File: src/pou_pkg.sv
/*
 * Constants, register indices and carrier types of the pattern output unit.
 * Assumes a single 40 MHz clock domain and word-addressed Avalon-MM access.
 */
package pou_pkg;

    // ********************************************************
    // Register indices (Avalon word address, byte address = 4 x index)
    // ********************************************************
    localparam logic [15:0] POU_IDX_NEXT_HIGH_UPPER = 16'hffa4;
    localparam logic [15:0] POU_IDX_NEXT_LOW_UPPER = 16'hffa5;
    localparam logic [15:0] POU_IDX_NEXT_HIGH_LOWER = 16'hffa6;
    localparam logic [15:0] POU_IDX_NEXT_LOW_LOWER = 16'hffa7;
    localparam logic [15:0] POU_IDX_TRIGGER_SELECT = 16'hffb0;
    localparam logic [15:0] POU_IDX_ENABLE_LOW = 16'hffb1;
    localparam logic [15:0] POU_IDX_ENABLE_HIGH = 16'hffb2;

    // ********************************************************
    // Field positions and values after reset
    // ********************************************************
    localparam int POU_GROUPS = 4;
    localparam int POU_GROUP_BITS = 4;
    localparam int POU_SEL_BITS = 2;
    localparam logic [7:0] POU_NEXT_RESET = 8'h00;
    localparam logic [7:0] POU_ENABLE_RESET = 8'h00;
    localparam logic [7:0] POU_TRIGGER_RESET = 8'hff;
    localparam logic [7:0] POU_LATCH_RESET = 8'h00;
    localparam logic [3:0] POU_RESERVED_NIBBLE = 4'hf;
    localparam logic [7:0] POU_RESERVED_BYTE = 8'hff;
    localparam logic [2:0] POU_SYNC_RESET = 3'h7;

    // ********************************************************
    // Carrier types
    // ********************************************************
    typedef struct packed {
        logic [7:0] trigger_select_reg;
        logic [7:0] output_enable_high;
        logic [7:0] output_enable_low;
        logic [7:0] next_data_high;
        logic [7:0] next_data_low;
    } pou_regs_s;

    typedef struct packed {
        pou_regs_s regs;
        logic [7:0] port_a_output_latch;
        logic [7:0] port_b_output_latch;
        logic [2:0] standby_sync;
        logic standby_active;
        logic waitrequest;
        logic [31:0] readdata;
    } pou_state_s;

endpackage : pou_pkg

File: src/pou_group_xfer.sv
/*
 * One nibble group of pattern output: picks its compare-match strobe and
 * merges enabled next-data bits over the current latch value.
 * Assumes the strobes are one-cycle pulses on the block's own clock.
 */
`timescale 1ns/1ps
`default_nettype none

module pou_group_xfer
    import pou_pkg::*;
(
    // Trigger
    input wire logic [1:0] sel,
    input wire logic [3:0] strobe,
    // Data
    input wire logic [3:0] enable_bits,
    input wire logic [3:0] next_bits,
    input wire logic [3:0] current,
    // Result
    output logic [3:0] updated
);

    logic fired;

    always_comb begin
        fired = strobe[sel];
        updated = current;
        if (fired) begin
            updated = (next_bits & enable_bits) | (current & ~enable_bits);
        end
    end

endmodule : pou_group_xfer

`default_nettype wire

File: src/pou_reg_view.sv
/*
 * Read view of the register file, including the split next-data layout.
 * Assumes the caller registers the result before it reaches the bus.
 */
`timescale 1ns/1ps
`default_nettype none

module pou_reg_view
    import pou_pkg::*;
(
    // Register contents
    input wire pou_regs_s regs,
    // Lookup
    input wire logic [15:0] index,
    output logic [7:0] rdata,
    output logic hit
);

    logic same_high;
    logic same_low;

    always_comb begin
        same_high = regs.trigger_select_reg[7:6] == regs.trigger_select_reg[5:4];
        same_low = regs.trigger_select_reg[3:2] == regs.trigger_select_reg[1:0];
        rdata = 8'h00;
        hit = 1'b1;
        case (index)
            POU_IDX_NEXT_HIGH_UPPER: begin
                if (same_high) begin
                    rdata = regs.next_data_high;
                end else begin
                    rdata = {regs.next_data_high[7:4], POU_RESERVED_NIBBLE};
                end
            end
            POU_IDX_NEXT_HIGH_LOWER: begin
                if (same_high) begin
                    rdata = POU_RESERVED_BYTE;
                end else begin
                    rdata = {POU_RESERVED_NIBBLE, regs.next_data_high[3:0]};
                end
            end
            POU_IDX_NEXT_LOW_UPPER: begin
                if (same_low) begin
                    rdata = regs.next_data_low;
                end else begin
                    rdata = {regs.next_data_low[7:4], POU_RESERVED_NIBBLE};
                end
            end
            POU_IDX_NEXT_LOW_LOWER: begin
                if (same_low) begin
                    rdata = POU_RESERVED_BYTE;
                end else begin
                    rdata = {POU_RESERVED_NIBBLE, regs.next_data_low[3:0]};
                end
            end
            POU_IDX_TRIGGER_SELECT: rdata = regs.trigger_select_reg;
            POU_IDX_ENABLE_LOW: rdata = regs.output_enable_low;
            POU_IDX_ENABLE_HIGH: rdata = regs.output_enable_high;
            default: begin
                hit = 1'b0;
            end
        endcase
    end

endmodule : pou_reg_view

`default_nettype wire

File: src/pou_pattern_output_unit.sv
/*
 * Pattern output unit: next-data registers, per-bit enables, trigger select
 * and the two port output latches, reached over an Avalon-MM slave.
 * Assumes timer compare-match strobes come from logic on the same clock and
 * that the hardware standby pin is asynchronous and active low.
 */
`timescale 1ns/1ps
`default_nettype none

// Operation
// With different triggers for groups 2 and 3, the upper high address holds group 3 data in bits 7 to 4 and reads one in bits 3 to 0.
// With different triggers, the lower high address holds group 2 data in bits 3 to 0 and bits 7 to 4 are fixed ones.
// The low enable register is eight read/write bits, one per output bit 7 to 0.
// An enabled low bit copies its next-data bit into the port A latch on the selected compare match.
// A disabled low bit is not copied, so its port A bit keeps its value.
// Next-data bits 7 to 0 map one to one onto port A bits 7 to 0, each gated by the same enable bit.
// The low enable register clears to zero on reset and on entering hardware standby.
// The high enable register is eight read/write bits, one per output bit 15 to 8.
// An enabled high bit copies its next-data bit into the port B latch on the selected compare match.
// A disabled high bit is not copied, so its port B bit stays unchanged.
// Next-data bits 15 to 8 map in order onto port B bits 7 to 0, each gated by the matching enable bit.
// The high enable register clears on reset and hardware standby, and both enables keep their value in software standby.
// Reserved bits of the split layout ignore writes and read as one.
// Each group has a two-bit trigger field choosing timer channel 0 to 3, resetting to channel 3.
// Groups 0 and 1 share one byte address under a common trigger and split over two addresses otherwise.
// Enabled transfers happen on the clock edge of the selected strobe, for all bits of the group at once.
module pou_pattern_output_unit
    import pou_pkg::*;
(
    // Clock and reset
    input wire logic clock,
    input wire logic rst,
    // Hardware standby pin, active low
    input wire logic hw_standby_n,
    // Timer unit compare-match strobes, channels 3 to 0
    input wire logic [3:0] compare_match,
    // Avalon-MM slave
    input wire logic [15:0] address,
    input wire logic read,
    input wire logic write,
    input wire logic [31:0] writedata,
    input wire logic [3:0] byteenable,
    output logic [31:0] readdata,
    output logic waitrequest,
    // Port output latches driving the pattern pins
    output logic [7:0] port_a_output_latch,
    output logic [7:0] port_b_output_latch
);

    // ********************************************************
    // State
    // ********************************************************
    pou_state_s s;
    pou_state_s next_s;

    logic [7:0] view_rdata;
    logic view_hit;
    logic [15:0] latch_now;
    logic [15:0] latch_after;
    logic [15:0] enables_all;
    logic [15:0] next_all;

    // ********************************************************
    // Read view
    // ********************************************************
    pou_reg_view u_view (
        .regs(s.regs),
        .index(address),
        .rdata(view_rdata),
        .hit(view_hit)
    );

    // ********************************************************
    // Pattern transfer, one instance per nibble group
    // ********************************************************
    assign latch_now = {s.port_b_output_latch, s.port_a_output_latch};
    assign enables_all = {s.regs.output_enable_high, s.regs.output_enable_low};
    assign next_all = {s.regs.next_data_high, s.regs.next_data_low};

    genvar g;
    generate
        for (g = 0; g < POU_GROUPS; g++) begin : gen_group
            pou_group_xfer u_xfer (
                .sel(s.regs.trigger_select_reg[g*POU_SEL_BITS +: POU_SEL_BITS]),
                .strobe(compare_match),
                .enable_bits(enables_all[g*POU_GROUP_BITS +: POU_GROUP_BITS]),
                .next_bits(next_all[g*POU_GROUP_BITS +: POU_GROUP_BITS]),
                .current(latch_now[g*POU_GROUP_BITS +: POU_GROUP_BITS]),
                .updated(latch_after[g*POU_GROUP_BITS +: POU_GROUP_BITS])
            );
        end
    endgenerate

    // ********************************************************
    // Next state
    // ********************************************************
    logic same_high;
    logic same_low;
    logic bus_req;
    logic do_write;
    logic lane0;

    always_comb begin
        next_s = s;
        same_high = s.regs.trigger_select_reg[7:6] == s.regs.trigger_select_reg[5:4];
        same_low = s.regs.trigger_select_reg[3:2] == s.regs.trigger_select_reg[1:0];
        bus_req = read | write;
        do_write = write & ~s.waitrequest;
        lane0 = byteenable[0];

        // Standby pin: the first stage feeds only the second
        next_s.standby_sync = {s.standby_sync[1:0], hw_standby_n};
        if (s.standby_sync[1] == s.standby_sync[2]) begin
            next_s.standby_active = ~s.standby_sync[2];
        end

        // One wait state, then a single cycle with waitrequest low
        next_s.waitrequest = ~(bus_req & s.waitrequest);
        if (read & s.waitrequest) begin
            next_s.readdata = view_hit ? {24'h000000, view_rdata} : 32'h00000000;
        end

        // Latches update on the strobe edge for all enabled bits
        next_s.port_a_output_latch = latch_after[7:0];
        next_s.port_b_output_latch = latch_after[15:8];

        if (do_write & lane0) begin
            case (address)
                POU_IDX_NEXT_HIGH_UPPER: begin
                    next_s.regs.next_data_high[7:4] = writedata[7:4];
                    if (same_high) begin
                        next_s.regs.next_data_high[3:0] = writedata[3:0];
                    end
                end
                POU_IDX_NEXT_HIGH_LOWER: begin
                    if (!same_high) begin
                        next_s.regs.next_data_high[3:0] = writedata[3:0];
                    end
                end
                POU_IDX_NEXT_LOW_UPPER: begin
                    next_s.regs.next_data_low[7:4] = writedata[7:4];
                    if (same_low) begin
                        next_s.regs.next_data_low[3:0] = writedata[3:0];
                    end
                end
                POU_IDX_NEXT_LOW_LOWER: begin
                    if (!same_low) begin
                        next_s.regs.next_data_low[3:0] = writedata[3:0];
                    end
                end
                POU_IDX_TRIGGER_SELECT: begin
                    next_s.regs.trigger_select_reg = writedata[7:0];
                end
                POU_IDX_ENABLE_LOW: begin
                    next_s.regs.output_enable_low = writedata[7:0];
                end
                POU_IDX_ENABLE_HIGH: begin
                    next_s.regs.output_enable_high = writedata[7:0];
                end
                default: begin
                end
            endcase
        end

        // Hardware standby returns registers and latches to their reset values
        if (s.standby_active) begin
            next_s.regs.next_data_low = POU_NEXT_RESET;
            next_s.regs.next_data_high = POU_NEXT_RESET;
            next_s.regs.output_enable_low = POU_ENABLE_RESET;
            next_s.regs.output_enable_high = POU_ENABLE_RESET;
            next_s.regs.trigger_select_reg = POU_TRIGGER_RESET;
            next_s.port_a_output_latch = POU_LATCH_RESET;
            next_s.port_b_output_latch = POU_LATCH_RESET;
        end
    end

    // ********************************************************
    // Registers
    // ********************************************************
    always_ff @(posedge clock or posedge rst) begin
        if (rst) begin
            s.regs.next_data_low <= POU_NEXT_RESET;
            s.regs.next_data_high <= POU_NEXT_RESET;
            s.regs.output_enable_low <= POU_ENABLE_RESET;
            s.regs.output_enable_high <= POU_ENABLE_RESET;
            s.regs.trigger_select_reg <= POU_TRIGGER_RESET;
            s.port_a_output_latch <= POU_LATCH_RESET;
            s.port_b_output_latch <= POU_LATCH_RESET;
            s.standby_sync <= POU_SYNC_RESET;
            s.standby_active <= 1'b0;
            s.waitrequest <= 1'b1;
            s.readdata <= 32'h00000000;
        end else begin
            s <= next_s;
        end
    end

    // ********************************************************
    // Outputs
    // ********************************************************
    assign readdata = s.readdata;
    assign waitrequest = s.waitrequest;
    assign port_a_output_latch = s.port_a_output_latch;
    assign port_b_output_latch = s.port_b_output_latch;

endmodule : pou_pattern_output_unit

`default_nettype wire

File: config.mk
export PLATFORM = sky130hd
export DESIGN_NAME = pou_pattern_output_unit
export DESIGN_NICKNAME = d
export VERILOG_FILES = /design/src/pou_pkg.sv /design/src/pou_group_xfer.sv /design/src/pou_reg_view.sv /design/src/pou_pattern_output_unit.sv
export SDC_FILE = /design/constraint.sdc
export NUM_CORES = 1
export LEC_CHECK = 0
export BUFFER_PORTS_ARGS = -buffer_cell sky130_fd_sc_hd__buf_2
export CAP_MARGIN = 0
export CORE_MARGIN = 5
export CORE_UTILIZATION = 45
export CTS_CLUSTER_DIAMETER = 80
export DETAILED_ROUTE_END_ITERATION = 8
export GPL_TIMING_DRIVEN = 0
export PLACE_DENSITY = 0.72
export SYNTH_ARGS = -nofsm -noshare
export SYNTH_HDL_FRONTEND = slang
export SYNTH_SLANG_ARGS = --single-unit
File: constraint.sdc
create_clock -name clock -period 2.1 [get_ports clock]
set_input_delay 0.42 -clock clock [delete_from_list [all_inputs] [get_ports clock]]
set_output_delay 0.42 -clock clock [all_outputs]
set_load 0.01 [all_outputs]
---- Word level (Yosys, flattened, before mapping) ----
Cells that the tools add are included.
word-level totals
  register bits ........................... 93
  output and inout port bits .............. 49
  logic and storage cells ................. 109
operators by class
  $lt $le $gt $ge ......................... 4
  eq/ne operators ......................... 14
  muxes and demuxes ....................... 32
  bitwise logic cells ..................... 24
  reduce and logical (&&, ||, !) cells .... 20
operator list
  kind                                                 number
  == test 16 bit (second input constant)               7
  two-way mux 4 bit                                    14
  two-way mux 56 bit                                   1
  case mux 8 bit (7 select lines)                      1
  two-way mux 40 bit                                   1
  AND 4 bit                                            8
  two-way mux 8 bit                                    4
  nonzero test 2 bit                                   10
  NOT 4 bit                                            4
  OR 4 bit                                             4
  case mux 4 bit (2 select lines)                      2
  < comparator 2 x 3 -> 1 bit (second input constant)  4
  inequality test 3 bit (second input constant)        4
  AND reduction 2 bit                                  5
  binary-select mux 1 bit (select 2 bit)               4
  AND reduction 4 bit                                  2
  OR reduction 7 bit                                   1
  nonzero test 3 bit                                   2
  two-way mux 1 bit                                    5
  AND 1 bit                                            4
  == test 2 bit                                        2
  NOT 1 bit                                            3
  == test 1 bit                                        1
  OR 1 bit                                             1

---- Longest topological paths before layout ----
  depth in word-level cells ............... 5
  gate-level depth with buffers ........... 7

---- Modules after synthesis ----
Synthesis repeated with hierarchy kept, for this count alone.
unflattened totals
  cell total of the unflattened synthesis .. 456
  area, all modules ....................... 4234.1 um^2
modules (own cells, without submodules)
  module                   times used  cells each  area each (um^2)
  pou_pattern_output_unit  1           346         3403.3
  pou_reg_view             1           74          500.5
  pou_group_xfer           4           9           82.6

---- Worst setup path before layout ----
OpenSTA, ideal clock, no wires.
  path type ............................... input -> register
  from .................................... input address[6]
  to ...................................... register next_all[10] (netlist name)
  library setup time ...................... 132 ps
  arrival ................................. 1753 ps
  slack ................................... 215 ps
  cell stages on the path ................. 6
  path buffers ............................ 1
  cells stage by stage .................... nand4bb_1 buf_4 or4_1 a211o_1 mux2i_1 nor2_1
between the ends
  longest elaborated chain between the ends .. 4
ends and longest elaborated chain
  element                          line                            text
  from (decl)                      pou_pattern_output_unit.sv:38   input wire logic [15:0] address,
  == test 16 bit                   pou_pattern_output_unit.sv:128  case (address)
  case mux 4 bit (2 select lines)  pou_pattern_output_unit.sv:128
  two-way mux 40 bit               pou_pattern_output_unit.sv:127  if (do_write & lane0) begin
  two-way mux 56 bit               pou_pattern_output_unit.sv:166  if (s.standby_active) begin
Parallel ways exist; a longest one is shown, timed or not. The select of a mux whose other input is x is not followed.
A chain may end at the register's enable or synchronous reset.

---- Worst setup path in the final report ----
  from .................................... register s[92] (netlist name)
  to ...................................... register next_all[10] (netlist name)
between the ends
  longest elaborated chain between the ends .. 3
ends and longest elaborated chain
  element                          line                            text
  == test 2 bit *                  pou_pattern_output_unit.sv:105  same_high = s.regs.trigger_select_reg[7:6] == s.regs.trigger_select_reg[5:4];
  inequality test 3 bit (no line)  n/a
  AND reduction 4 bit (no line) *  n/a
Mark *: on every way between the ends. The rest lies on a longest branch, timed or not.

==> key figures <==
Power
  • Pwr per Cell Area: 594 nW/µm²
  • Clk pwr share: 39.6%
  • Logic gate share of total power: 11.0%
  • Sequential power share: 49.4%
  • Leak pwr: 2.33 nW
  • Switch share: 26.7%
  • Switching Power: 728 µW
  • Cell Int Power: 1.99 mW
  • Tot Pwr: 2.72 mW
  • Peak supply drop: 447 µV

STA
  • # setup viols final: 0
  • Hold Violations, Final: 0
  • RSZ-0062 raised after global routing: false
  • Max transition margin: 44.5%
  • Worst clock skew: 0.0101 ns
  • Max Slew Vio Count: 0
  • Period minus WS final: 2.02 ns
  • Max Clk Rate: 496 MHz
  • Final WS setup: 0.0847 ns
  • Slew @ Worst Pin: 0.831 ns
  • Final period utilization: 96.0%

Logic synthesis
  • FF+latch count, synth: 69
  • Largest cells by area after synthesis: dfrtp_1 37%, mux2i_1 10%, buf_4 9.5%
  • Ys Warns: 0
  • Post-Synthesis Cells: 398
  • Distinct cells, synth: 39
  • Syn_area_per_cell: 9.69 µm²
  • Post-synth EDFFs: 0
  • Area share of the largest cell type after synthesis: 37.0%
  • Biggest area consumer among synthesized cells: dfrtp_1
  • Most frequent cell after synthesis: nand2_1
  • Synth Cell Area: 3850 µm²
  • Async SR Flop Fraction: 100%
  • Seq/Total Area, Yosys: 45.2%
  • Synth Flop Type: dfrtp_1
  • Most frequent cells after synthesis: 65 x nand2_1, 57 x dfrtp_1, 49 x buf_4

Drt
  • Remaining DRCs: 0
  • Final WL: 9330 µm
  • Via-to-Cell Ratio: 5.11
  • DR WL/cell: 15.6 µm
  • DRT iter0 DRCs: 187
  • Drt pass-1 iters: 4
  • Routed Antenna Nets: 0
  • Via count: 3,066

Floorplanning
  • Die area: 10,500 µm²
  • Die X: 103 µm
  • Placeable core area: 8300 µm²
  • Ports: 110
  • DIE HEIGHT: 103 µm
  • Core Rows: 33
  • Initial core utilization: 46.4%

Status
  • Status: completed

Setup path
  • WP data arrival: 2.23 ns
  • Worst Reg-to-Reg Cells: 5
  • Setup CP Type: reg -> reg
  • Max Fanout on Critical Path: 4
  • Worst EP required: 2.31 ns
  • Nature of the critical path endpoint: flop
  • Crit path launch type: flop
  • Slowest stage delay, CP: 0.58 ns
  • Critical Path Slowest Stage Cell: dfstp_2
  • CP cell instances: xor2_1, or4_4, a211o_1, mux2i_1, nor2_1

CTS
  • Sink Count: 69
  • # Post-CTS Setup Buffers: 0
  • CTS Buf Count: 9
  • CTS root buffer: clkbuf_8
  • CTS tree: yes
  • Post-CTS sizing: 0
  • CTS hold repair buffers: 0
  • Worst-skew pair later-pin latency: 0.36 ns
  • Clock tree buffer depth: 2
  • Clk slew on worst S/H paths: 0.07 ns
  • CTS H-tree lvls: 3

Placement
  • Placer Congestion: 0.968
  • Pre-CTS setup slack: -0.0712 ns
  • PortBufs: 57
  • Hpwl dp: 7100 µm

Finish
  • Area growth from synthesis to layout: 18.8%
  • Antenna diodes: 0
  • Final Core Density: 55.2%
  • Final #Nets: 551
  • Fillers: 736
  • Layout cell share with drive strength beyond 1: 30.5%

GRT
  • Largest net degree at the start of global routing: 37
  • Global-route wire length before repair: 15,400 µm
  • Initial antenna violation count: 0
  • Gr usage total: 19.4%
  • Vias in the first global route: 2,954
  • Grt ovf: 0

Worst hold path
  • WHS Path Cells: 1
  • Hold WC Path Type: in -> reg

Run
  • Max-capacitance violation count: 0
## layer usage
layer	track usage (%)	share of wire, %	wire length (µm)
met5	0	0	0
met4	7.77	1.9	178
met3	3.92	7.0	653
met2	29.6	47	4360
met1	27.1	44	4140
## flip-flops by register name (all words and copies together) (netlist names)
register             cells
enables_all             16
next_all                16
s                       10
port_a_output_latch      8
port_b_output_latch      8
readdata                 8
next_s                   2
waitrequest              1
## final cells by class
type | instances | area [µm²] | area share, %
multi-input cells | 289 | 1780 | 38.8
flip-flops and latches | 69 | 1740 | 38.0
plain buffers | 62 | 420 | 9.18
repair buffers | 58 | 305 | 6.66
well taps | 105 | 131 | 2.87
clock buffers | 9 | 124 | 2.70
clock inverters | 7 | 75.1 | 1.64
inverters | 1 | 7.51 | 0.164
## metrics by stage
step | setup TNS (ns) | instances | cell area [µm²] | hold slack, ns
after detailed placement | -0.491 | 584 | 4380 | 0.357
after global placement | -0.472 | 583 | 4360 | 0.349
after global routing | 0 | 600 | 4580 | 0.142
after CTS | 0 | 600 | 4580 | 0.145
after floorplan | 0 | 421 | 3950 | 0.345
final | 0 | 600 | 4580 | 0.161
## layout by cell type (no fill, tap or decap), types with 9 or more instances in the layout
master	netlist	final
a21oi_1	28	28
buf_2	3	60
buf_4	49	49
clkbuf_1	10	10
clkbuf_8	0	9
conb_1	1	24
dfrtp_1	57	57
dfstp_2	12	12
mux2i_1	40	40
nand2_1	65	65
nand2b_1	10	10
nand3_1	21	21
nor2_1	28	28
o21ai_0	16	16
## power groups by stage
stage / logic (mW) / clock network [mW] / registers (mW)
floorplan: 0.183 / 0 / 1.37
global placement: 0.288 / 0 / 1.37
detailed placement: 0.297 / 0 / 1.37
CTS: 0.298 / 1.11 / 1.35
global route: 0.330 / 1.18 / 1.35
finish: 0.300 / 1.08 / 1.35
## critical path, delay by kind of cell (launching register included)
kind	cells	cell delay, ns
AOI/OAI and AO/OA	1	0.41
xor gates and xnor gates	1	0.11
DFF	1	0.58
muxes	1	0.20
and+or+nand+nor	2	0.57
## cells by family after synthesis
| family | after synthesis | share of synthesized area [%] |
|---|---|---|
| multiplexers | 44 | 12.7 |
| other | 1 | 0.0973 |
| buffers and inverters | 63 | 11.0 |
| AO/OA/AOI/OAI | 67 | 10.5 |
| flip-flops | 69 | 45.2 |
| XOR/XNOR | 4 | 0.909 |
| AND/OR/NAND/NOR | 150 | 19.6 |
## worst paths after layout
check | from | endpoint | slack (ns)
max | s[92]$_DFFE_PP1P_ | next_all[10]$_DFFE_PP0P_ | 0.08
min | hw_standby_n | next_s[35]$_DFF_PP1_ | 0.16
max reg2reg | s[92]$_DFFE_PP1P_ | next_all[10]$_DFFE_PP0P_ | 0.08
min reg2reg | next_s[35]$_DFF_PP1_ | next_s[36]$_DFF_PP1_ | 0.36
max in group asynchronous | rst | s[91]$_DFFE_PP1P_ | 1.20
min in group asynchronous | rst | enables_all[12]$_DFFE_PP0P_ | 0.22
Power figures use the tool's default switching activity.
